[src/lowlat_pkg.sv]
// constants and types shared by both ends of the local request port
// assumes a single 200 MHz system clock for both ends
package lowlat_pkg;
  localparam int CLK_PERIOD_PS = 5000;
  // power-up settle time before reads and writes are allowed
  localparam int INIT_TIME_NS  = 1000;
  localparam int INIT_CYCLES   = (INIT_TIME_NS * 1000 + CLK_PERIOD_PS - 1) / CLK_PERIOD_PS;
  // row cycle time kept by the user end between requests
  localparam int TRC_NS        = 30;
  localparam int TRC_CYCLES    = (TRC_NS * 1000 + CLK_PERIOD_PS - 1) / CLK_PERIOD_PS;
  localparam int BANK_W        = 3;
  localparam int DLY_W         = 6;
  localparam int DLY_TAPS      = 64;
  localparam int FIFO_DEPTH    = 16;
  localparam int GANG_W        = 4;
  localparam int SYNC_STAGES   = 2;
  localparam logic CMD_IDLE    = 1'h1;

  typedef enum logic [1:0] {
    OP_READ,
    OP_WRITE,
    OP_REFRESH
  } op_t;
endpackage : lowlat_pkg

[src/lowlat_link.sv]
// link between the user end and the controller end of the local port
// assumes both ends share clk and rst_b
`timescale 1ns/100ps
`default_nettype none
interface lowlat_link #(
  parameter int ADDR_W  = 20,
  parameter int NUM_DEV = 2,
  parameter int DQ_W    = 9
) (
  input wire logic clk,
  input wire logic rst_b
);
  logic [ADDR_W-1:0]               addr;
  logic [lowlat_pkg::BANK_W-1:0]   bank;
  logic [2*NUM_DEV-1:0]            user_byte_mask;
  logic [2*NUM_DEV*DQ_W-1:0]       wdata;
  logic                            read_req;
  logic                            write_req;
  logic                            refresh_req;
  logic                            init_done;
  logic                            cmd_ready;
  logic [NUM_DEV*DQ_W-1:0]         rdata;
  logic [NUM_DEV-1:0]              rdata_valid;
  logic                            rdata_ready;

  modport dev (
    input  clk, rst_b, addr, bank, user_byte_mask, wdata, read_req, write_req, refresh_req,
    input  rdata_ready,
    output init_done, cmd_ready, rdata, rdata_valid
  );
  modport usr (
    input  clk, rst_b, init_done, cmd_ready, rdata, rdata_valid,
    output addr, bank, user_byte_mask, wdata, read_req, write_req, refresh_req, rdata_ready
  );
endinterface : lowlat_link
`default_nettype wire

[src/lowlat_fifo.sv]
// flop based fifo with valid/ready on both sides
// assumes one clock; depth is a power of two
`timescale 1ns/100ps
`default_nettype none
module lowlat_fifo #(
  parameter int WIDTH = 8,
  parameter int DEPTH = 16
) (
  // clock and reset
  input  wire logic             clk,
  input  wire logic             rst_b,
  // fill side
  input  wire logic             in_valid,
  output logic                  in_ready,
  input  wire logic [WIDTH-1:0] in_data,
  // drain side
  output logic                  out_valid,
  input  wire logic             out_ready,
  output logic [WIDTH-1:0]      out_data
);
  localparam int AW = $clog2(DEPTH);
  logic [WIDTH-1:0] mem_q [DEPTH];
  logic [AW-1:0]    wr_q;
  logic [AW-1:0]    rd_q;
  logic [AW:0]      cnt_q;
  logic             push;
  logic             pop;

  assign in_ready  = (cnt_q != (AW+1)'(DEPTH));
  assign out_valid = (cnt_q != '0);
  assign push      = in_valid & in_ready;
  assign pop       = out_valid & out_ready;
  assign out_data  = mem_q[rd_q];

  always_ff @(posedge clk) begin
    if (push) begin
      mem_q[wr_q] <= in_data;
    end
  end

  always_ff @(posedge clk or negedge rst_b) begin
    if (!rst_b) begin
      wr_q  <= '0;
      rd_q  <= '0;
      cnt_q <= '0;
    end else begin
      if (push) begin
        wr_q <= wr_q + 1'b1;
      end
      if (pop) begin
        rd_q <= rd_q + 1'b1;
      end
      if (push != pop) begin
        cnt_q <= push ? cnt_q + 1'b1 : cnt_q - 1'b1;
      end
    end
  end
endmodule : lowlat_fifo
`default_nettype wire

[src/lowlat_dev_end.sv]
// controller end of the local request port: command issue and read capture
// assumes memory pins, strobes and foreign resets are asynchronous to clk
//
// How it works
// RULE1 - command clock equals system clock frequency
// RULE2 - system reset low, released on clock edge
// RULE3 - command reset low, released on its edge
// RULE4 - read resets: per device, or one
// RULE5 - read reset low, released on capture edge
// RULE6 - undelayed capture strobe out per device
// RULE7 - six-bit delay control shifts read strobes
// RULE8 - non-strobe mode uses external capture clock
// RULE9 - address width is a build parameter
// RULE10 - three-bit bank address per request
// RULE11 - two mask bits per device; all-high suppresses
// RULE12 - refresh request refreshes the given bank
// RULE13 - no self-generated refreshes
// RULE14 - read issued at once, no queue
// RULE15 - held refresh gives one per cycle
// RULE16 - user spaces refreshes for row cycle
// RULE17 - no read/write before init done
// RULE18 - any reset held keeps commands idle
`timescale 1ns/100ps
`default_nettype none
module lowlat_dev_end #(
  parameter int ADDR_W   = 20,
  parameter int NUM_DEV  = 2,
  parameter int DQ_W     = 9,
  parameter bit DQS_MODE = 1'b1,
  parameter int NRST     = DQS_MODE ? NUM_DEV : 1
) (
  // local side
  lowlat_link.dev                          lnk,
  // resets of the other domains
  input  wire logic                        cmd_rst_n,
  input  wire logic [NRST-1:0]             rd_rst_n,
  // read capture
  input  wire logic [lowlat_pkg::DLY_W-1:0] dly_ctrl,
  input  wire logic [NUM_DEV-1:0]          mem_strobe,
  input  wire logic                        ext_cap_clk,
  output logic [NUM_DEV-1:0]               capture_clk,
  // memory side
  output logic                             mem_cs_n,
  output logic                             mem_we_n,
  output logic                             mem_ref_n,
  output logic [ADDR_W-1:0]                mem_a,
  output logic [lowlat_pkg::BANK_W-1:0]    mem_ba,
  output logic [NUM_DEV-1:0]               mem_byte_mask,
  output logic [NUM_DEV*DQ_W-1:0]          mem_d,
  input  wire logic [NUM_DEV*DQ_W-1:0]     mem_q,
  input  wire logic [NUM_DEV-1:0]          mem_qvld
);
  localparam int DW = NUM_DEV * DQ_W;
  localparam int SW = 1 + NRST + NUM_DEV + 1 + NUM_DEV + DW + lowlat_pkg::DLY_W;

  logic                   clk;
  logic                   rst_b;
  logic [SW-1:0]          sync1_q;
  logic [SW-1:0]          sync2_q;
  logic                   cmd_rst_s;
  logic [NRST-1:0]        rrst_s;
  logic [NUM_DEV-1:0]     strobe_s;
  logic                   ext_s;
  logic [NUM_DEV-1:0]     qvld_s;
  logic [DW-1:0]          q_s;
  logic [lowlat_pkg::DLY_W-1:0] dly_s;
  logic                   all_rst_ok;
  logic [lowlat_pkg::DLY_TAPS-1:0] dline_q [NUM_DEV];
  logic [NUM_DEV-1:0]     dly_prev_q;
  logic                   ext_prev_q;
  logic [NUM_DEV-1:0]     edge_hit;
  logic [NUM_DEV-1:0]     cap_vld_q;
  logic [DW-1:0]          cap_data_q;
  logic [15:0]            init_cnt_q;
  logic                   init_done_q;
  logic                   fifo_in_ready;
  logic                   fifo_out_valid;
  logic [NUM_DEV+DW-1:0]  fifo_out_data;
  logic                   issue_rd;
  logic                   issue_wr;
  logic                   beat_q;
  logic [DW-1:0]          wd_hi_q;
  logic [NUM_DEV-1:0]     mask_hi_q;

  // one mask bit per device for the given beat
  function automatic logic [NUM_DEV-1:0] mask_beat(input logic [2*NUM_DEV-1:0] m,
                                                   input logic                 hi);
    logic [NUM_DEV-1:0] r;
    r = '0;
    for (int i = 0; i < NUM_DEV; i++) begin
      r[i] = m[2*i + (hi ? 1 : 0)];
    end
    return r;
  endfunction : mask_beat

  assign clk   = lnk.clk;
  assign rst_b = lnk.rst_b; // [RULE2]

  // two-stage synchroniser for every foreign input
  always_ff @(posedge clk or negedge rst_b) begin
    if (!rst_b) begin
      sync1_q <= '0;
      sync2_q <= '0;
    end else begin
      sync1_q <= {cmd_rst_n, rd_rst_n, mem_strobe, ext_cap_clk, mem_qvld, mem_q, dly_ctrl};
      sync2_q <= sync1_q;
    end
  end

  assign {cmd_rst_s, rrst_s, strobe_s, ext_s, qvld_s, q_s, dly_s} = sync2_q;
  assign all_rst_ok = cmd_rst_s & (&rrst_s); // [RULE3] [RULE5]

  // strobe delay line, tap picked by the delay control bus
  always_ff @(posedge clk or negedge rst_b) begin
    if (!rst_b) begin
      for (int i = 0; i < NUM_DEV; i++) begin
        dline_q[i] <= '0;
      end
      dly_prev_q  <= '0;
      ext_prev_q  <= 1'b0;
      capture_clk <= '0;
    end else begin
      for (int i = 0; i < NUM_DEV; i++) begin
        dline_q[i]    <= {dline_q[i][lowlat_pkg::DLY_TAPS-2:0], strobe_s[i]};
        dly_prev_q[i] <= dline_q[i][dly_s]; // [RULE7]
      end
      ext_prev_q  <= ext_s;
      capture_clk <= DQS_MODE ? strobe_s : '0; // [RULE6]
    end
  end

  always_comb begin
    for (int i = 0; i < NUM_DEV; i++) begin
      if (DQS_MODE) begin
        edge_hit[i] = dline_q[i][dly_s] & ~dly_prev_q[i] & rrst_s[DQS_MODE ? i : 0]; // [RULE4]
      end else begin
        edge_hit[i] = ext_s & ~ext_prev_q & rrst_s[0]; // [RULE8] [RULE4]
      end
    end
  end

  // capture read data on the chosen edge
  always_ff @(posedge clk or negedge rst_b) begin
    if (!rst_b) begin
      cap_vld_q  <= '0;
      cap_data_q <= '0;
    end else begin
      for (int i = 0; i < NUM_DEV; i++) begin
        cap_vld_q[i] <= edge_hit[i] & qvld_s[i];
        if (edge_hit[i] & qvld_s[i]) begin
          cap_data_q[i*DQ_W +: DQ_W] <= q_s[i*DQ_W +: DQ_W];
        end
      end
    end
  end

  lowlat_fifo #(
    .WIDTH (NUM_DEV + DW),
    .DEPTH (lowlat_pkg::FIFO_DEPTH)
  ) u_rd_fifo (
    .clk       (clk),
    .rst_b     (rst_b),
    .in_valid  (|cap_vld_q),
    .in_ready  (fifo_in_ready),
    .in_data   ({cap_vld_q, cap_data_q}),
    .out_valid (fifo_out_valid),
    .out_ready (lnk.rdata_ready),
    .out_data  (fifo_out_data)
  );

  assign lnk.rdata       = fifo_out_data[DW-1:0];
  assign lnk.rdata_valid = fifo_out_valid ? fifo_out_data[NUM_DEV+DW-1:DW] : '0;

  // settle count once all resets are released
  always_ff @(posedge clk or negedge rst_b) begin
    if (!rst_b) begin
      init_cnt_q  <= '0;
      init_done_q <= 1'b0;
    end else if (!all_rst_ok) begin
      init_cnt_q  <= '0;
      init_done_q <= 1'b0;
    end else if (init_cnt_q == 16'(lowlat_pkg::INIT_CYCLES - 1)) begin
      init_done_q <= 1'b1;
    end else begin
      init_cnt_q <= init_cnt_q + 16'h0001;
    end
  end

  assign lnk.init_done = init_done_q;
  assign lnk.cmd_ready = init_done_q & fifo_in_ready & all_rst_ok; // [RULE17]
  assign issue_rd = ~lnk.refresh_req & lnk.read_req & lnk.cmd_ready;
  assign issue_wr = ~lnk.refresh_req & ~lnk.read_req & lnk.write_req & lnk.cmd_ready;

  // command issue, one command per cycle, refresh first
  always_ff @(posedge clk or negedge rst_b) begin
    if (!rst_b) begin
      mem_cs_n  <= lowlat_pkg::CMD_IDLE;
      mem_we_n  <= lowlat_pkg::CMD_IDLE;
      mem_ref_n <= lowlat_pkg::CMD_IDLE;
      mem_a     <= '0;
      mem_ba    <= '0;
    end else if (!all_rst_ok) begin
      mem_cs_n  <= lowlat_pkg::CMD_IDLE; // [RULE18]
      mem_we_n  <= lowlat_pkg::CMD_IDLE; // [RULE18]
      mem_ref_n <= lowlat_pkg::CMD_IDLE; // [RULE18]
    end else begin
      mem_cs_n  <= ~(lnk.refresh_req | issue_rd | issue_wr);
      mem_we_n  <= ~issue_wr;
      mem_ref_n <= ~lnk.refresh_req; // [RULE12] [RULE13] [RULE15]
      if (lnk.refresh_req | issue_rd | issue_wr) begin
        mem_ba <= lnk.bank; // [RULE10] [RULE12]
      end
      if (issue_rd | issue_wr) begin
        mem_a <= lnk.addr; // [RULE9] [RULE14]
      end
    end
  end

  // write data and mask, low beat with the command, high beat after
  always_ff @(posedge clk or negedge rst_b) begin
    if (!rst_b) begin
      beat_q        <= 1'b0;
      wd_hi_q       <= '0;
      mask_hi_q     <= '0;
      mem_d         <= '0;
      mem_byte_mask <= '0;
    end else if (issue_wr & all_rst_ok) begin
      beat_q        <= 1'b1;
      mem_d         <= lnk.wdata[DW-1:0];
      wd_hi_q       <= lnk.wdata[2*DW-1:DW];
      mem_byte_mask <= mask_beat(lnk.user_byte_mask, 1'b0); // [RULE11]
      mask_hi_q     <= mask_beat(lnk.user_byte_mask, 1'b1); // [RULE11]
    end else if (beat_q) begin
      beat_q        <= 1'b0;
      mem_d         <= wd_hi_q;
      mem_byte_mask <= mask_hi_q;
    end else begin
      mem_byte_mask <= '0;
    end
  end
endmodule : lowlat_dev_end
`default_nettype wire

[src/flat_wrapper.sv]
// flat-port wrapper written by rule: the top's interface ports become plain ports
module lowlat_dev_end_flat 
#(
  parameter int ADDR_W   = 20,
  parameter int NUM_DEV  = 2,
  parameter int DQ_W     = 9,
  parameter bit DQS_MODE = 1'b1,
  parameter int NRST     = DQS_MODE ? NUM_DEV : 1
)
  (cmd_rst_n, rd_rst_n, dly_ctrl, mem_strobe, ext_cap_clk, capture_clk, mem_cs_n, mem_we_n, mem_ref_n, mem_a, mem_ba, mem_byte_mask, mem_d, mem_q, mem_qvld, clk, rst_b, lnk_addr, lnk_bank, lnk_user_byte_mask, lnk_wdata, lnk_read_req, lnk_write_req, lnk_refresh_req, lnk_rdata_ready, lnk_init_done, lnk_cmd_ready, lnk_rdata, lnk_rdata_valid);
  lowlat_link #(.ADDR_W(ADDR_W), .NUM_DEV(NUM_DEV), .DQ_W(DQ_W)) lnk_i (.clk(clk), .rst_b(rst_b));
  input  wire logic cmd_rst_n;
  input  wire logic [NRST-1:0] rd_rst_n;
  input  wire logic [lowlat_pkg::DLY_W-1:0] dly_ctrl;
  input  wire logic [NUM_DEV-1:0] mem_strobe;
  input  wire logic ext_cap_clk;
  output logic [NUM_DEV-1:0] capture_clk;
  output logic mem_cs_n;
  output logic mem_we_n;
  output logic mem_ref_n;
  output logic [ADDR_W-1:0] mem_a;
  output logic [lowlat_pkg::BANK_W-1:0] mem_ba;
  output logic [NUM_DEV-1:0] mem_byte_mask;
  output logic [NUM_DEV*DQ_W-1:0] mem_d;
  input  wire logic [NUM_DEV*DQ_W-1:0] mem_q;
  input  wire logic [NUM_DEV-1:0] mem_qvld;
  input wire logic clk;
  input wire logic rst_b;
  input wire logic [$bits(lnk_i.addr)-1:0] lnk_addr;
  input wire logic [$bits(lnk_i.bank)-1:0] lnk_bank;
  input wire logic [$bits(lnk_i.user_byte_mask)-1:0] lnk_user_byte_mask;
  input wire logic [$bits(lnk_i.wdata)-1:0] lnk_wdata;
  input wire logic [$bits(lnk_i.read_req)-1:0] lnk_read_req;
  input wire logic [$bits(lnk_i.write_req)-1:0] lnk_write_req;
  input wire logic [$bits(lnk_i.refresh_req)-1:0] lnk_refresh_req;
  input wire logic [$bits(lnk_i.rdata_ready)-1:0] lnk_rdata_ready;
  output wire logic [$bits(lnk_i.init_done)-1:0] lnk_init_done;
  output wire logic [$bits(lnk_i.cmd_ready)-1:0] lnk_cmd_ready;
  output wire logic [$bits(lnk_i.rdata)-1:0] lnk_rdata;
  output wire logic [$bits(lnk_i.rdata_valid)-1:0] lnk_rdata_valid;
  assign lnk_i.addr = lnk_addr;
  assign lnk_i.bank = lnk_bank;
  assign lnk_i.user_byte_mask = lnk_user_byte_mask;
  assign lnk_i.wdata = lnk_wdata;
  assign lnk_i.read_req = lnk_read_req;
  assign lnk_i.write_req = lnk_write_req;
  assign lnk_i.refresh_req = lnk_refresh_req;
  assign lnk_i.rdata_ready = lnk_rdata_ready;
  assign lnk_init_done = lnk_i.init_done;
  assign lnk_cmd_ready = lnk_i.cmd_ready;
  assign lnk_rdata = lnk_i.rdata;
  assign lnk_rdata_valid = lnk_i.rdata_valid;
  lowlat_dev_end #(.ADDR_W(ADDR_W), .NUM_DEV(NUM_DEV), .DQ_W(DQ_W), .DQS_MODE(DQS_MODE), .NRST(NRST)) u_core (.lnk(lnk_i), .cmd_rst_n(cmd_rst_n), .rd_rst_n(rd_rst_n), .dly_ctrl(dly_ctrl), .mem_strobe(mem_strobe), .ext_cap_clk(ext_cap_clk), .capture_clk(capture_clk), .mem_cs_n(mem_cs_n), .mem_we_n(mem_we_n), .mem_ref_n(mem_ref_n), .mem_a(mem_a), .mem_ba(mem_ba), .mem_byte_mask(mem_byte_mask), .mem_d(mem_d), .mem_q(mem_q), .mem_qvld(mem_qvld));
endmodule
[config.mk]
export PLATFORM = sky130hd
export DESIGN_NAME = lowlat_dev_end_flat
export DESIGN_NICKNAME = d
export VERILOG_FILES = /design/src/lowlat_pkg.sv /design/src/lowlat_link.sv /design/src/lowlat_fifo.sv /design/src/lowlat_dev_end.sv /design/src/flat_wrapper.sv
export SDC_FILE = /design/constraint.sdc
export NUM_CORES = 1
export LEC_CHECK = 0
export ABC_CLOCK_PERIOD_IN_PS = 5900
export CAP_MARGIN = 5
export CORE_UTILIZATION = 50
export DETAILED_ROUTE_END_ITERATION = 12
export DONT_BUFFER_PORTS = 1
export PLACE_DENSITY_LB_ADDON = 0.3
export SKIP_CTS_REPAIR_TIMING = 1
export SLEW_MARGIN = 0
export SYNTH_ARGS = -nofsm -noshare
export SYNTH_HDL_FRONTEND = slang
export SYNTH_SLANG_ARGS = --single-unit
[constraint.sdc]
create_clock -name clk -period 5.9 [get_ports clk]
set_input_delay 0.59 -clock clk [delete_from_list [all_inputs] [get_ports clk]]
set_output_delay 0.59 -clock clk [all_outputs]
set_load 0.05 [all_outputs]
After elaboration in Yosys (flattened, before gate mapping)
Memories as Yosys holds them, arrays and structs flattened.
Index checks and enable logic that the tools add are counted.
Widths: inputs -> output; s select.
{"block": "totals", "regBits": 313, "latch_bits": 0, "ram_bits": 320, "rom_bits": 0, "out_inout_bits": 70, "mem_count": 1}
{"memory": "u_core.u_rd_fifo.mem_q", "words": 16, "word_bits": 20, "rd": 1, "rd_clocked_by_memory_dff": 0, "wr": 1, "line": "lowlat_fifo.sv:22", "source": "logic [WIDTH-1:0] mem_q [DEPTH];"}
{"block": "classes", "n_addsub": 5, "multipliers": 0, "n_div": 0, "n_lt_le_gt_ge": 1, "eq_ne": 5, "shift": 0, "n_mux": 20, "bitwise_logic": 26, "n_reduce_logical": 6}
{"op": "$mux 18", "count": 2}
{"op": "$mux 16", "count": 2}
{"op": "$and 1x1->1", "count": 17}
{"op": "$add 16x1->16 const B", "count": 1}
{"op": "$eq 16x8->1 const B", "count": 1}
{"op": "$bmux 1 s6", "count": 2}
{"op": "$mux 1", "count": 10}
{"op": "$add 4x1->4 const B", "count": 2}
{"op": "$lt 6x7->1 const B", "count": 1}
{"op": "$mux 2", "count": 3}
{"op": "$not 1->1", "count": 6}
{"op": "$reduce_and 2->1", "count": 3}
{"op": "$add 5x1->5 const B", "count": 1}
{"op": "$mux 5", "count": 1}
{"op": "$ne 5x5->1 const B", "count": 1}
{"op": "$reduce_bool 5->1", "count": 1}
{"op": "$sub 5x1->5 const B", "count": 1}
{"op": "$ne 2x2->1 const B", "count": 2}
{"op": "$or 1x1->1", "count": 3}
{"op": "$reduce_bool 2->1", "count": 1}
{"op": "$reduce_or 2->1", "count": 1}
{"op": "$ne 1x1->1", "count": 1}

Logic depth before layout (Yosys ltp)
Gate-level depths: netlist of the first run.
{"block": "logic_depth", "ltp_word": 8, "mapped_depth": 10, "mapped_depth_nobuf": 10}

By module
From an unflattened synthesis of the first run, not the netlist that was laid out.
{"block": "hier_totals", "cells_unflattened": 1237, "area_unflattened_um2": 23378.7}
{"mod": "lowlat_fifo", "n_inst": 1, "cells_per_inst": 583, "area_each_um2": 13042.5}
{"mod": "lowlat_dev_end", "n_inst": 1, "cells_per_inst": 654, "area_each_um2": 10336.2}

Least setup slack after synthesis of the first run
OpenSTA, ideal clock, no wires.
{"block": "synth_path", "path_kind": "register -> output", "start": "register u_core.u_rd_fifo.rd_q[0]", "end": "output port lnk_rdata[0]", "arrival_ns": 2.323, "path_slack_ns": 2.987, "path_stages_with_launch": 6, "n_path_buf": 3, "path_cell_list": "dfrtp_1 > buf_2 > buf_2 > buf_2 > mux4_2 > mux4_2"}
{"block": "synth_between", "elab_chain_cells": 1}
{"item": "start: declaration", "line": "lowlat_fifo.sv:24", "source": "logic [AW-1:0] rd_q;"}
{"item": "start signal: assignment", "line": "lowlat_fifo.sv:51", "source": "rd_q <= rd_q + 1'b1;"}
{"item": "$mem_v2 16x20"}
{"item": "end: declaration", "line": "flat_wrapper.sv:39", "source": "output wire logic [$bits(lnk_i.rdata)-1:0] lnk_rdata;"}
Every way passes these cells.

Final worst setup path of the first run
{"block": "layout_path", "start": "register u_core.u_rd_fifo.rd_q[0]", "end": "output port lnk_rdata[14]"}
Same word-level chain as after synthesis.

==> out/qor.yml, run 1 <==
cts:
  cts-buffers-inserted: 60
  cts_tree: "done"
  clockRootBuffer: "clkbuf_16"
  htreeDepth: 2
  clk_latency_ns: 0.62
  cts.sinks: 629
  cts_max_path_buffers: 3
  clk_pin_slew_ns: 0.06
die:
  core-area_sq_um: 45500
  ioPinCount: 171
  rows: 78
  initial_utilization: 0.508
  dieWidth_um: 217
  die_y_um: 217
  dieArea_sq_um: 47000
layout:
  final_cell_mix: "edfxtp_1 (320), dfrtp_1 (302), mux4_2 (100)"
  layout.cells.non_filler: 1915
  layout_commonest_cell: "edfxtp_1"
  final_nets: 1371
  seqCellArea_sq_um: 17400
  syn2layout_area_growth_pct: 13.2
  multiInputGateArea_sq_um: 5460
  fillers: 3415
  final_layout_size_suffix_gt1_frac: 0.226
yosys:
  ys_ff_latch: 629
  ys_async_sr_fraction: 0.491
  syn_inst: 1199
  yosysSeqAreaShare: 0.751
  syn_area_sq_um: 23100
  syn_avg_cell_area_sq_um: 19.3
  synth_ff_type: "edfxtp_1"
  syn_nets: 1310
  synth_cell_type_count: 53
  synth-edff-count: 320
  yosysWarnings: 0
grt:
  grt_pass1_wl_um: 65000
  grt_max_degree: 310
  grt_pass1_vias: 11100
  antenna_found_initial: 3
  grt_usage: 0.183
  gr-total-overflow: 0
worst_setup_path:
  worst_path_most_repeated_cell: "mux4_2"
  startpoint: "u_core.u_rd_fifo.rd_q[0]$_DFFE_PN0P_"
  worstPathRequired_ns: 5.31
  end_kind: "output pin"
  worst-path-buf-inv: 1
  cp_top_family: "multiplexers"
  path_max_fanout: 53
  critPathLaunchType: "register"
  reg2reg_slack_ns: 2.60
  critical_path_class: "register to output pin"
  crit_chain: "buf_4 -> mux4_2 -> mux4_2"
  timing.rr.start: "u_core.sync2_q[2]$_DFF_PN0_"
  arrival_ns: 3.44
  crit_slowest_cell: "dfrtp_4"
  timing.rr.end: "u_core.cap_data_q[5]$_DFFE_PN0P_"
  rr_worst_depth: 8
  max_stage_delay_ns: 1.13
min_path:
  min-delay-path-class: "input port to async pin"
route:
  drt-total-wl_um: 42800
  antenna_left: 0
  drc: 0
  vias: 10700
  avgRoutedWirePerCell_um: 22.4
  viasPerCell: 5.58
  drt_iter0_drc: 749
  firstDrtPassIters: 5
placed_design:
  dp_hpwl_um: 23500
  port_buffers: 0
  place_inst: 1766
  place_ws_ns: 2.39
  gp_congestion: 0.740
sta:
  period_share: 0.684
  hold_violations: 308
  finClkSkew_ns: 0.0232
  final-setup-viol-count: 0
  max_clock_freq_mhz: 248
  setup-tns-final_ns: 0
  hold_slack_ns: -0.325
  post-route-min-period_ns: 4.03
  final.setup.worst_slack_ns: 1.87
  slew_headroom: 0.246
  slew_viol_final: 0
  rsz0062_at_grt: "false"
  tightest_slew_ns: 1.13
pwr:
  ir_drop_mv: 0.304
  p_leak_uw: 0.00986
  power_density_nw_per_um2: 448
status:
  violations: "negative hold slack"
  status: "finished, violations left"
flow_run:
  drv_cap: 0
## metal layers
layer	vias up	part of all wire	GRT usage
met5	-	0.00021	0
met4	2	0.027	0.0660
met1	5628	0.44	0.257
li1	4697	-	-
met2	277	0.48	0.288
met3	82	0.054	0.0375
## per-stage QoR
| step | cell area (sq um) | util | hold WS [ns] | power, uW |
|---|---|---|---|---|
| finish | 26100 | 0.575 | -0.325 | 11700 |
| global route | 26100 | 0.575 | -0.354 | 12100 |
| CTS | 25800 | 0.568 | -0.365 | 11800 |
| detailed placement | 23700 | 0.522 | 0.300 | 7880 |
| global placement | 23700 | 0.522 | 0.301 | 7830 |
| floorplan | 23100 | - | 0.294 | 7390 |
## sequential cells by signal, summed over array words and instances, names as in the netlist, 4 cells and up
register	flops
u_core.cap_data_q	18
u_core.u_rd_fifo.cnt_q	5
u_core.mem_a	20
u_core.sync2_q	31
u_core.u_rd_fifo.wr_q	4
u_core.wd_hi_q	18
u_core.u_rd_fifo.mem_q	320
u_core.sync1_q	31
u_core.dline_q	127
u_core.mem_d	18
u_core.init_cnt_q	16
u_core.u_rd_fifo.rd_q	4
## cell type report
class	count	share of cell area
Antenna cell	3	0.000287
Clock buffer	83	0.0655
Clock inverter	31	0.0136
Inverter	10	0.00144
Multi-Input combinational cell	509	0.209
Sequential cell	629	0.664
Tap cell	600	0.0287
Timing Repair Buffer	50	0.0174
## power breakdown
part	switching, uW	internal [uW]
Sequential	665	5100
Clock	1620	2340
Combinational	1060	937
Total	3340	8380
## worst max path at each step
stage                         end  slack [ns]  cells after the start
CTS                  lnk_rdata[4]        1.72                      3
global placement    lnk_rdata[14]        2.38                      3
global route         lnk_rdata[7]        1.64                      3
finish              lnk_rdata[14]        1.87                      3
floorplan            lnk_rdata[0]        2.99                      5
detailed placement  lnk_rdata[14]        2.39                      3
## cell usage after synthesis (4+ instances only)
cell        n  area, sq um
nand2_1    50          188
o21ai_0    27          135
nor2_1     24         90.1
mux2_2     52          586
a22oi_1    17          128
xor2_1     11         96.3
clkbuf_1   25         93.8
nor2b_1     5         31.3
buf_6       4         45.0
buf_2      12         60.1
buf_1       4         15.0
inv_1      10         37.5
mux2i_1    84          841
nor4_1      4         25.0
nand3_1    17         85.1
nand4_1     6         37.5
nand2b_1    4         25.0
xnor2_1    12          105
ha_1        9          113
mux2_4      9          135
dfrtp_1   306         7660
mux4_2    100         2250
nor3_1      7         35.0
buf_4       5         37.5
a21oi_1    15         75.1
and2_1     19          119
and3_1      4         25.0
edfxtp_1  320         9610
## kinds of logic (layout without fill, tap and decap cells)
family,after synthesis,count (layout),synth area share
AND/OR/NAND/NOR,156,156,0.0346
buffers and inverters,61,174,0.0132
flip-flops,629,629,0.751
adder cells (fa/ha/maj),10,10,0.00574
XOR/XNOR,23,23,0.00872
other,0,3,0
multiplexers,247,247,0.166
AO/OA/AOI/OAI,73,73,0.0205
No activity file was read; power rests on OpenSTA's default activity.
==> inputs of run 2 (changes only) <==
Settings changed: ABC_CLOCK_PERIOD_IN_PS 5900 to 3800.
Clock period 5.9 ns to 3.8 ns, I/O delays scaled along.
==> run 2 against run 1 <==
The flow still finishes with violations (negative hold slack). Non-clock buffer count increased by 73. Clock skew increased by 0.00096 ns. Sequential power is 51% higher. First-iteration DRC count grew 21%. Utilization up 1.6 points. Via count increased by 3.0%. Register-to-register slack worse by 1.8 ns. Final cell count rose by 3.7%. Die area did not move.
==> out/qor.yml, run 2 (synthesized netlist as in run 1, its figures left out) <==
grt:
  antenna_found_initial: 1  # was 3
  grt_pass1_wl_um: 67500  # was 65000 um
  grt_max_degree: 310  # unchanged
  grt_usage: 0.191  # was 0.183
  gr-total-overflow: 0  # unchanged
  grt_pass1_vias: 11500  # was 11100
placed_design:
  gp_congestion: 0.752  # was 0.740
  place_inst: 1776  # was 1766
  port_buffers: 0  # unchanged
  dp_hpwl_um: 24500  # was 23500 um
cts:
  cts_max_path_buffers: 3  # unchanged
  clk_latency_ns: 0.62  # about the same
  cts-buffers-inserted: 61  # was 60
  htreeDepth: 2  # unchanged
  cts_tree: "done"  # unchanged
  clockRootBuffer: "clkbuf_16"  # unchanged
  cts.sinks: 629  # unchanged
  clk_pin_slew_ns: 0.06  # about the same
die:
  rows: 78  # unchanged
  core-area_sq_um: 45500  # unchanged
  initial_utilization: 0.508  # unchanged
  dieWidth_um: 217  # unchanged
  die_y_um: 217  # unchanged
  dieArea_sq_um: 47000  # unchanged
  ioPinCount: 171  # unchanged
worst_setup_path:
  crit_chain: "buf_4 -> mux4_2 -> mux4_2"  # unchanged
  rr_worst_depth: 7  # was 8
  cp_top_family: "multiplexers"  # unchanged
  end_kind: "output pin"  # unchanged
  worst-path-buf-inv: 1  # unchanged
  timing.rr.start: "u_core.sync2_q[1]$_DFF_PN0_"  # was u_core.sync2_q[2]$_DFF_PN0_
  timing.rr.end: "u_core.cap_data_q[7]$_DFFE_PN0P_"  # was u_core.cap_data_q[5]$_DFFE_PN0P_
  worstPathRequired_ns: 3.42  # was 5.31 ns
  crit_slowest_cell: "dfrtp_4"  # unchanged
  path_max_fanout: 32  # was 53
  critPathLaunchType: "register"  # unchanged
  reg2reg_slack_ns: 0.84  # was 2.60 ns
  crit_cells: 3  # unchanged
  worst_path_most_repeated_cell: "mux4_2"  # unchanged
  max_stage_delay_ns: 0.86  # was 1.13 ns
  critical_path_class: "register to output pin"  # unchanged
  arrival_ns: 3.08  # was 3.44 ns
layout:
  largest_register_ffs: 320  # unchanged
  reg_top3: "u_core.u_rd_fifo.mem_q (320), u_core.dline_q (127)"  # unchanged
  final_layout_size_suffix_gt1_frac: 0.225  # was 0.226
  syn2layout_area_growth_pct: 16.3  # was 13.2%
  num_antenna_cells: 0  # was 3
  final_nets: 1445  # was 1371
  postLayoutCoreUtil: 0.590  # was 0.575
  final_cell_mix: "edfxtp_1 (320), dfrtp_1 (302), mux4_2 (100)"  # unchanged
  layout_commonest_cell: "edfxtp_1"  # unchanged
  top_register: "u_core.u_rd_fifo.mem_q"  # unchanged
  layout.cells.non_filler: 1985  # was 1915
  fillers: 3368  # was 3415
sta:
  hold_slack_ns: -0.533  # was -0.325 ns
  setup-tns-final_ns: 0  # unchanged
  period_share: 0.912
  slew_headroom: 0.223  # was 0.246
  rsz0062_at_grt: "false"  # unchanged
  tightest_slew_ns: 1.17  # was 1.13 ns
  post-route-min-period_ns: 3.46
  finClkSkew_ns: 0.0241  # was 0.0232 ns
  final-setup-viol-count: 0  # unchanged
  slew_viol_final: 0  # unchanged
  max_clock_freq_mhz: 289
  hold_violations: 309  # was 308
status:
  status: "finished, violations left"  # unchanged
  violations: "negative hold slack"  # unchanged
route:
  firstDrtPassIters: 5  # unchanged
  drt_iter0_drc: 909  # was 749
  drc: 0  # unchanged
  drt-total-wl_um: 44600  # was 42800 um
  avgRoutedWirePerCell_um: 22.4  # about the same
  vias: 11000  # was 10700
  viasPerCell: 5.54  # was 5.58
  antenna_left: 0  # unchanged
pwr:
  p_total_uw: 18200  # was 11700 uW
  power_density_nw_per_um2: 679  # was 448 nW/um^2
  p_leak_uw: 0.0102  # was 0.00986 uW
  ir_drop_mv: 0.521  # was 0.304 mV
min_path:
  min-delay-path-class: "input port to async pin"  # unchanged
flow_run:
  drv_cap: 0  # unchanged
run 2: per-layer routing:
layer,share of wire,vias up,routed length [um],track usage
li1,-,4856,-,-
met1,0.43,5792,19100,0.263
met2,0.49,285,22000,0.312
met3,0.056,71,2480,0.0365
met4,0.020,2,899,0.0582
met5,0.00025,-,11,0
run 2: worst max-delay path by stage:
stage,startpoint,slack [ns],endpoint
CTS,u_core.u_rd_fifo.rd_q[0]$_DFFE_PN0P_,0.25,lnk_rdata[11]
floorplan,u_core.u_rd_fifo.rd_q[0]$_DFFE_PN0P_,1.10,lnk_rdata[0]
global placement,u_core.sync2_q[1]$_DFF_PN0_,0.87,u_core.cap_data_q[7]$_DFFE_PN0P_
detailed placement,u_core.sync2_q[1]$_DFF_PN0_,0.85,u_core.cap_data_q[6]$_DFFE_PN0P_
global route,u_core.u_rd_fifo.rd_q[0]$_DFFE_PN0P_,0.18,lnk_rdata[11]
finish,u_core.u_rd_fifo.rd_q[0]$_DFFE_PN0P_,0.34,lnk_rdata[11]
run 2: area by class of cell:
| cell class | instances | area, sq um | area share |
|---|---|---|---|
| Clock inverter | 28 | 250 | 0.00932 |
| Inverter | 10 | 37.5 | 0.00140 |
| Sequential cell | 629 | 17400 | 0.646 |
| Clock buffer | 86 | 1790 | 0.0668 |
| Timing Repair Buffer | 123 | 1200 | 0.0446 |
| Multi-Input combinational cell | 509 | 5470 | 0.204 |
| Tap cell | 600 | 751 | 0.0280 |
run 2: report_power, final:
| group | switching (uW) | internal [uW] | total (uW) | leakage [uW] |
|---|---|---|---|---|
| Combinational | 1920 | 1580 | 3490 | 0.00249 |
| Clock | 2510 | 3490 | 6000 | 0.00101 |
| Sequential | 815 | 7930 | 8740 | 0.00667 |
run 2: worst reg2reg max path: cells and delay by family, from the launching register on:
kind,cells,cell delay [ns]
DFF,1,1.11
AOI/OAI and AO/OA,2,0.38
and+or+nand+nor,3,0.61
muxes,2,0.74
run 2: through the flow:
stage	setup slack, ns	instance area (sq um)	hold WS (ns)
5_1_grt	0.185	26900	-0.561
4_1_cts	0.254	25900	-0.566
2_1_floorplan	1.10	23100	0.0844
3_5_place_dp	0.852	23900	0.0916
3_3_place_gp	0.874	23900	0.0912
6_report	0.336	26900	-0.533
==> inputs of run 3 (changes only) <==
Settings changed: SYNTH_HIERARCHICAL set to 1.
==> run 3 against run 2 <==
Power up 0.94%. Critical path type unchanged. The flow still finishes with violations (negative hold slack). Synthesized area up 1.2%. Synthesized cell count up 3.2%. Highest routed layer is now met4. Sequential share of layout area down 0.57 points. Critical endpoint is now lnk_rdata[3].
==> out/qor.yml, run 3 <==
route:
  vias: 11300  # was 11000
  drt_iter0_drc: 650  # was 909
  drc: 0  # unchanged
  firstDrtPassIters: 5  # unchanged
  viasPerCell: 5.58  # was 5.54
  drt-total-wl_um: 45600  # was 44600 um
  antenna_left: 0  # unchanged
  avgRoutedWirePerCell_um: 22.6  # was 22.4 um
yosys:
  ys_async_sr_fraction: 0.491  # unchanged
  syn_inst: 1237  # was 1199
  synth_top_area_share: 0.411  # was 0.416
  yosysSeqAreaShare: 0.742  # was 0.751
  yosysWarnings: 6  # was 0
  ys_ff_latch: 629  # unchanged
  syn_avg_cell_area_sq_um: 18.9  # was 19.3 sq um
  synth-edff-count: 320  # unchanged
  synth_cell_type_count: 58  # was 53
  synth.most_common_cell: "edfxtp_1"  # unchanged
  synth.area.top_cells: "edfxtp_1 (41%), dfrtp_1 (33%), mux4_2 (6.7%)"  # was edfxtp_1 (42%), dfrtp_1 (33%), mux4_2 (9.8%)
  synth_ff_type: "edfxtp_1"  # unchanged
  syn_area_sq_um: 23400  # was 23100 sq um
  yosys-top-cells-count: "edfxtp_1 (320), dfrtp_1 (306), mux2i_1 (86)"  # was edfxtp_1 (320), dfrtp_1 (306), mux4_2 (100)
  syn_nets: 1348  # was 1310
  synth_largest_area_cell: "edfxtp_1"  # unchanged
sta:
  period_share: 0.874  # was 0.912
  max_clock_freq_mhz: 301  # was 289 MHz
  hold_slack_ns: -0.540  # was -0.533 ns
  slew_headroom: 0.272  # was 0.223
  finClkSkew_ns: 0.0146  # was 0.0241 ns
  hold_violations: 309  # unchanged
  post-route-min-period_ns: 3.32  # was 3.46 ns
  tightest_slew_ns: 1.09  # was 1.17 ns
  final.setup.worst_slack_ns: 0.478  # was 0.336 ns
  rsz0062_at_grt: "false"  # unchanged
  slew_viol_final: 0  # unchanged
  final-setup-viol-count: 0  # unchanged
  setup-tns-final_ns: 0  # unchanged
cts:
  htreeDepth: 2  # unchanged
  cts.sinks: 629  # unchanged
  clk_pin_slew_ns: 0.06  # about the same
  cts_max_path_buffers: 3  # unchanged
  cts-buffers-inserted: 59  # was 61
  cts_tree: "done"  # unchanged
  clk_latency_ns: 0.61  # was 0.62 ns
  clockRootBuffer: "clkbuf_16"  # unchanged
grt:
  antenna_found_initial: 3  # was 1
  grt_pass1_vias: 11500  # about the same
  gr-total-overflow: 0  # unchanged
  grt_max_degree: 310  # unchanged
  grt_pass1_wl_um: 67800  # was 67500 um
  grt_usage: 0.189  # was 0.191
placed_design:
  dp_hpwl_um: 25500  # was 24500 um
  place_area_sq_um: 24000  # was 23900 sq um
  place_ws_ns: 0.960  # was 0.852 ns
  gp_congestion: 0.741  # was 0.752
  port_buffers: 0  # unchanged
pwr:
  pwr-share-seq: 0.471  # was 0.479
  p_leak_uw: 0.0103  # was 0.0102 uW
  p_int_uw: 13000  # about the same
  pwr-share-comb: 0.197  # was 0.191
  ir_drop_mv: 0.413  # was 0.521 mV
  switchingPower_uw: 5420  # was 5240 uW
  p_clk_frac: 0.332  # was 0.329
  power_density_nw_per_um2: 680  # was 679 nW/um^2
  p_sw_frac: 0.294  # was 0.287
layout:
  top_register: "u_core/u_rd_fifo/mem_q"  # was u_core.u_rd_fifo.mem_q
  postLayoutCoreUtil: 0.592  # was 0.590
  fillers: 3277  # was 3368
  syn2layout_area_growth_pct: 15.8  # was 16.3%
  final_layout_size_suffix_gt1_frac: 0.202  # was 0.225
  final_nets: 1476  # was 1445
  seqCellArea_sq_um: 17400  # about the same
  layout_commonest_cell: "edfxtp_1"  # unchanged
  reg_top3: "u_core/u_rd_fifo/mem_q (320), u_core/dline_q (128)"  # was u_core.u_rd_fifo.mem_q (320), u_core.dline_q (127)
  final_cell_area_sq_um: 27100  # was 26900 sq um
  final_cell_mix: "edfxtp_1 (320), dfrtp_1 (303), dlygate4sd3_1 (96)"  # was edfxtp_1 (320), dfrtp_1 (302), mux4_2 (100)
  largest_register_ffs: 320  # unchanged
  multiInputGateArea_sq_um: 5630  # was 5470 sq um
worst_setup_path:
  end_kind: "output pin"  # unchanged
  rr_worst_depth: 7  # unchanged
  timing.rr.start: "u_core/sync2_q[0]$_DFF_PN0_"  # was u_core.sync2_q[1]$_DFF_PN0_
  arrival_ns: 2.94  # was 3.08 ns
  path_max_fanout: 25  # was 32
  worstPathRequired_ns: 3.42  # about the same
  critical_path_class: "register to output pin"  # unchanged
  critPathLaunchType: "register"  # unchanged
  startpoint: "u_core/u_rd_fifo/rd_q[0]$_DFFE_PN0P_"  # was u_core.u_rd_fifo.rd_q[0]$_DFFE_PN0P_
die:
  die_y_um: 218  # was 217 um
  dieArea_sq_um: 47600  # was 47000 sq um
  ioPinCount: 171  # unchanged
  core-area_sq_um: 45800  # was 45500 sq um
  initial_utilization: 0.511  # was 0.508
  dieWidth_um: 218  # was 217 um
  rows: 78  # unchanged
flow_run:
  drv_cap: 0  # unchanged
min_path:
  min-delay-path-class: "input port to async pin"  # unchanged
status:
  status: "finished, violations left"  # unchanged
  violations: "negative hold slack"  # unchanged
[run 3: changes by cell type in the layout (fill, tap and decap cells not counted), moves of 5 or more]
cell and change:
a21oi_1 -7, a22oi_1 +40, and2_2 -6, and4_1 +5, clkinv_2 -6, mux4_1 +18
mux4_2 -30, nand2_1 +18, nand3_1 -5
[run 3: cell families (layout without fill, tap and decap cells)]
family,count (synthesis),count (layout),synth area share
flops,629,629,0.742
mux,234,234,0.155
xor+xnor,19,19,0.00712
compound gates,106,106,0.0331
buf+inv,67,244,0.0182
simple gates,172,172,0.0391
fa+ha+maj,10,10,0.00567
other cells,0,3,0
[run 3: area by class of cell]
cell class,count,share of cell area
sequential,629,0.641
multi-input combinational,541,0.208
clock buffer,91,0.0684
timing repair buffer,126,0.0456
tap,600,0.0277
clock inverter,19,0.00836
inverter,8,0.00115
antenna,3,0.000277
[run 3: layer usage]
layer	track usage	vias to the layer above	part of all wire
met1	0.261	5878	0.43
met5	0	-	0
li1	-	5030	-
met3	0.0420	65	0.058
met4	0.0501	0	0.018
met2	0.305	288	0.50
[run 3: path summary, 6_finish.rpt]
check / to / slack [ns]
min: u_core/wd_hi_q[7]$_DFFE_PN0P_ / -0.54
max: lnk_rdata[3] / 0.48
max reg2reg: u_core/cap_data_q[10]$_DFFE_PN0P_ / 0.97
min reg2reg: u_core/sync2_q[0]$_DFF_PN0_ / 0.34
min in group clk: u_core/u_rd_fifo/cnt_q[0]$_DFFE_PN0P_ / 0.05
max in group asynchronous: u_core/sync2_q[2]$_DFF_PN0_ / 3.68
[run 3: stage by stage]
step | hold slack [ns] | total power [uW] | instances
floorplan | 0.0844 | 11600 | 1237
global placement | 0.0915 | 12300 | 1808
detailed placement | 0.0912 | 12400 | 1808
CTS | -0.564 | 18500 | 1918
global route | -0.559 | 19100 | 2016
finish | -0.540 | 18400 | 2017
[run 3: worst max-delay path, stage by stage (launching register included)]
cell     delay (ns)
dfrtp_4        0.76
buf_4          0.35
mux4_1         0.58
a22oi_1        0.23
nand2_1        0.38
[run 3: power groups by stage]
stage	logic (uW)	clock network, uW	registers (uW)
2_1_floorplan	3090	0	8480
5_1_grt	3870	6500	8770
3_5_place_dp	3590	0	8830
6_report	3630	6110	8680
3_3_place_gp	3540	0	8760
4_1_cts	3600	6250	8690
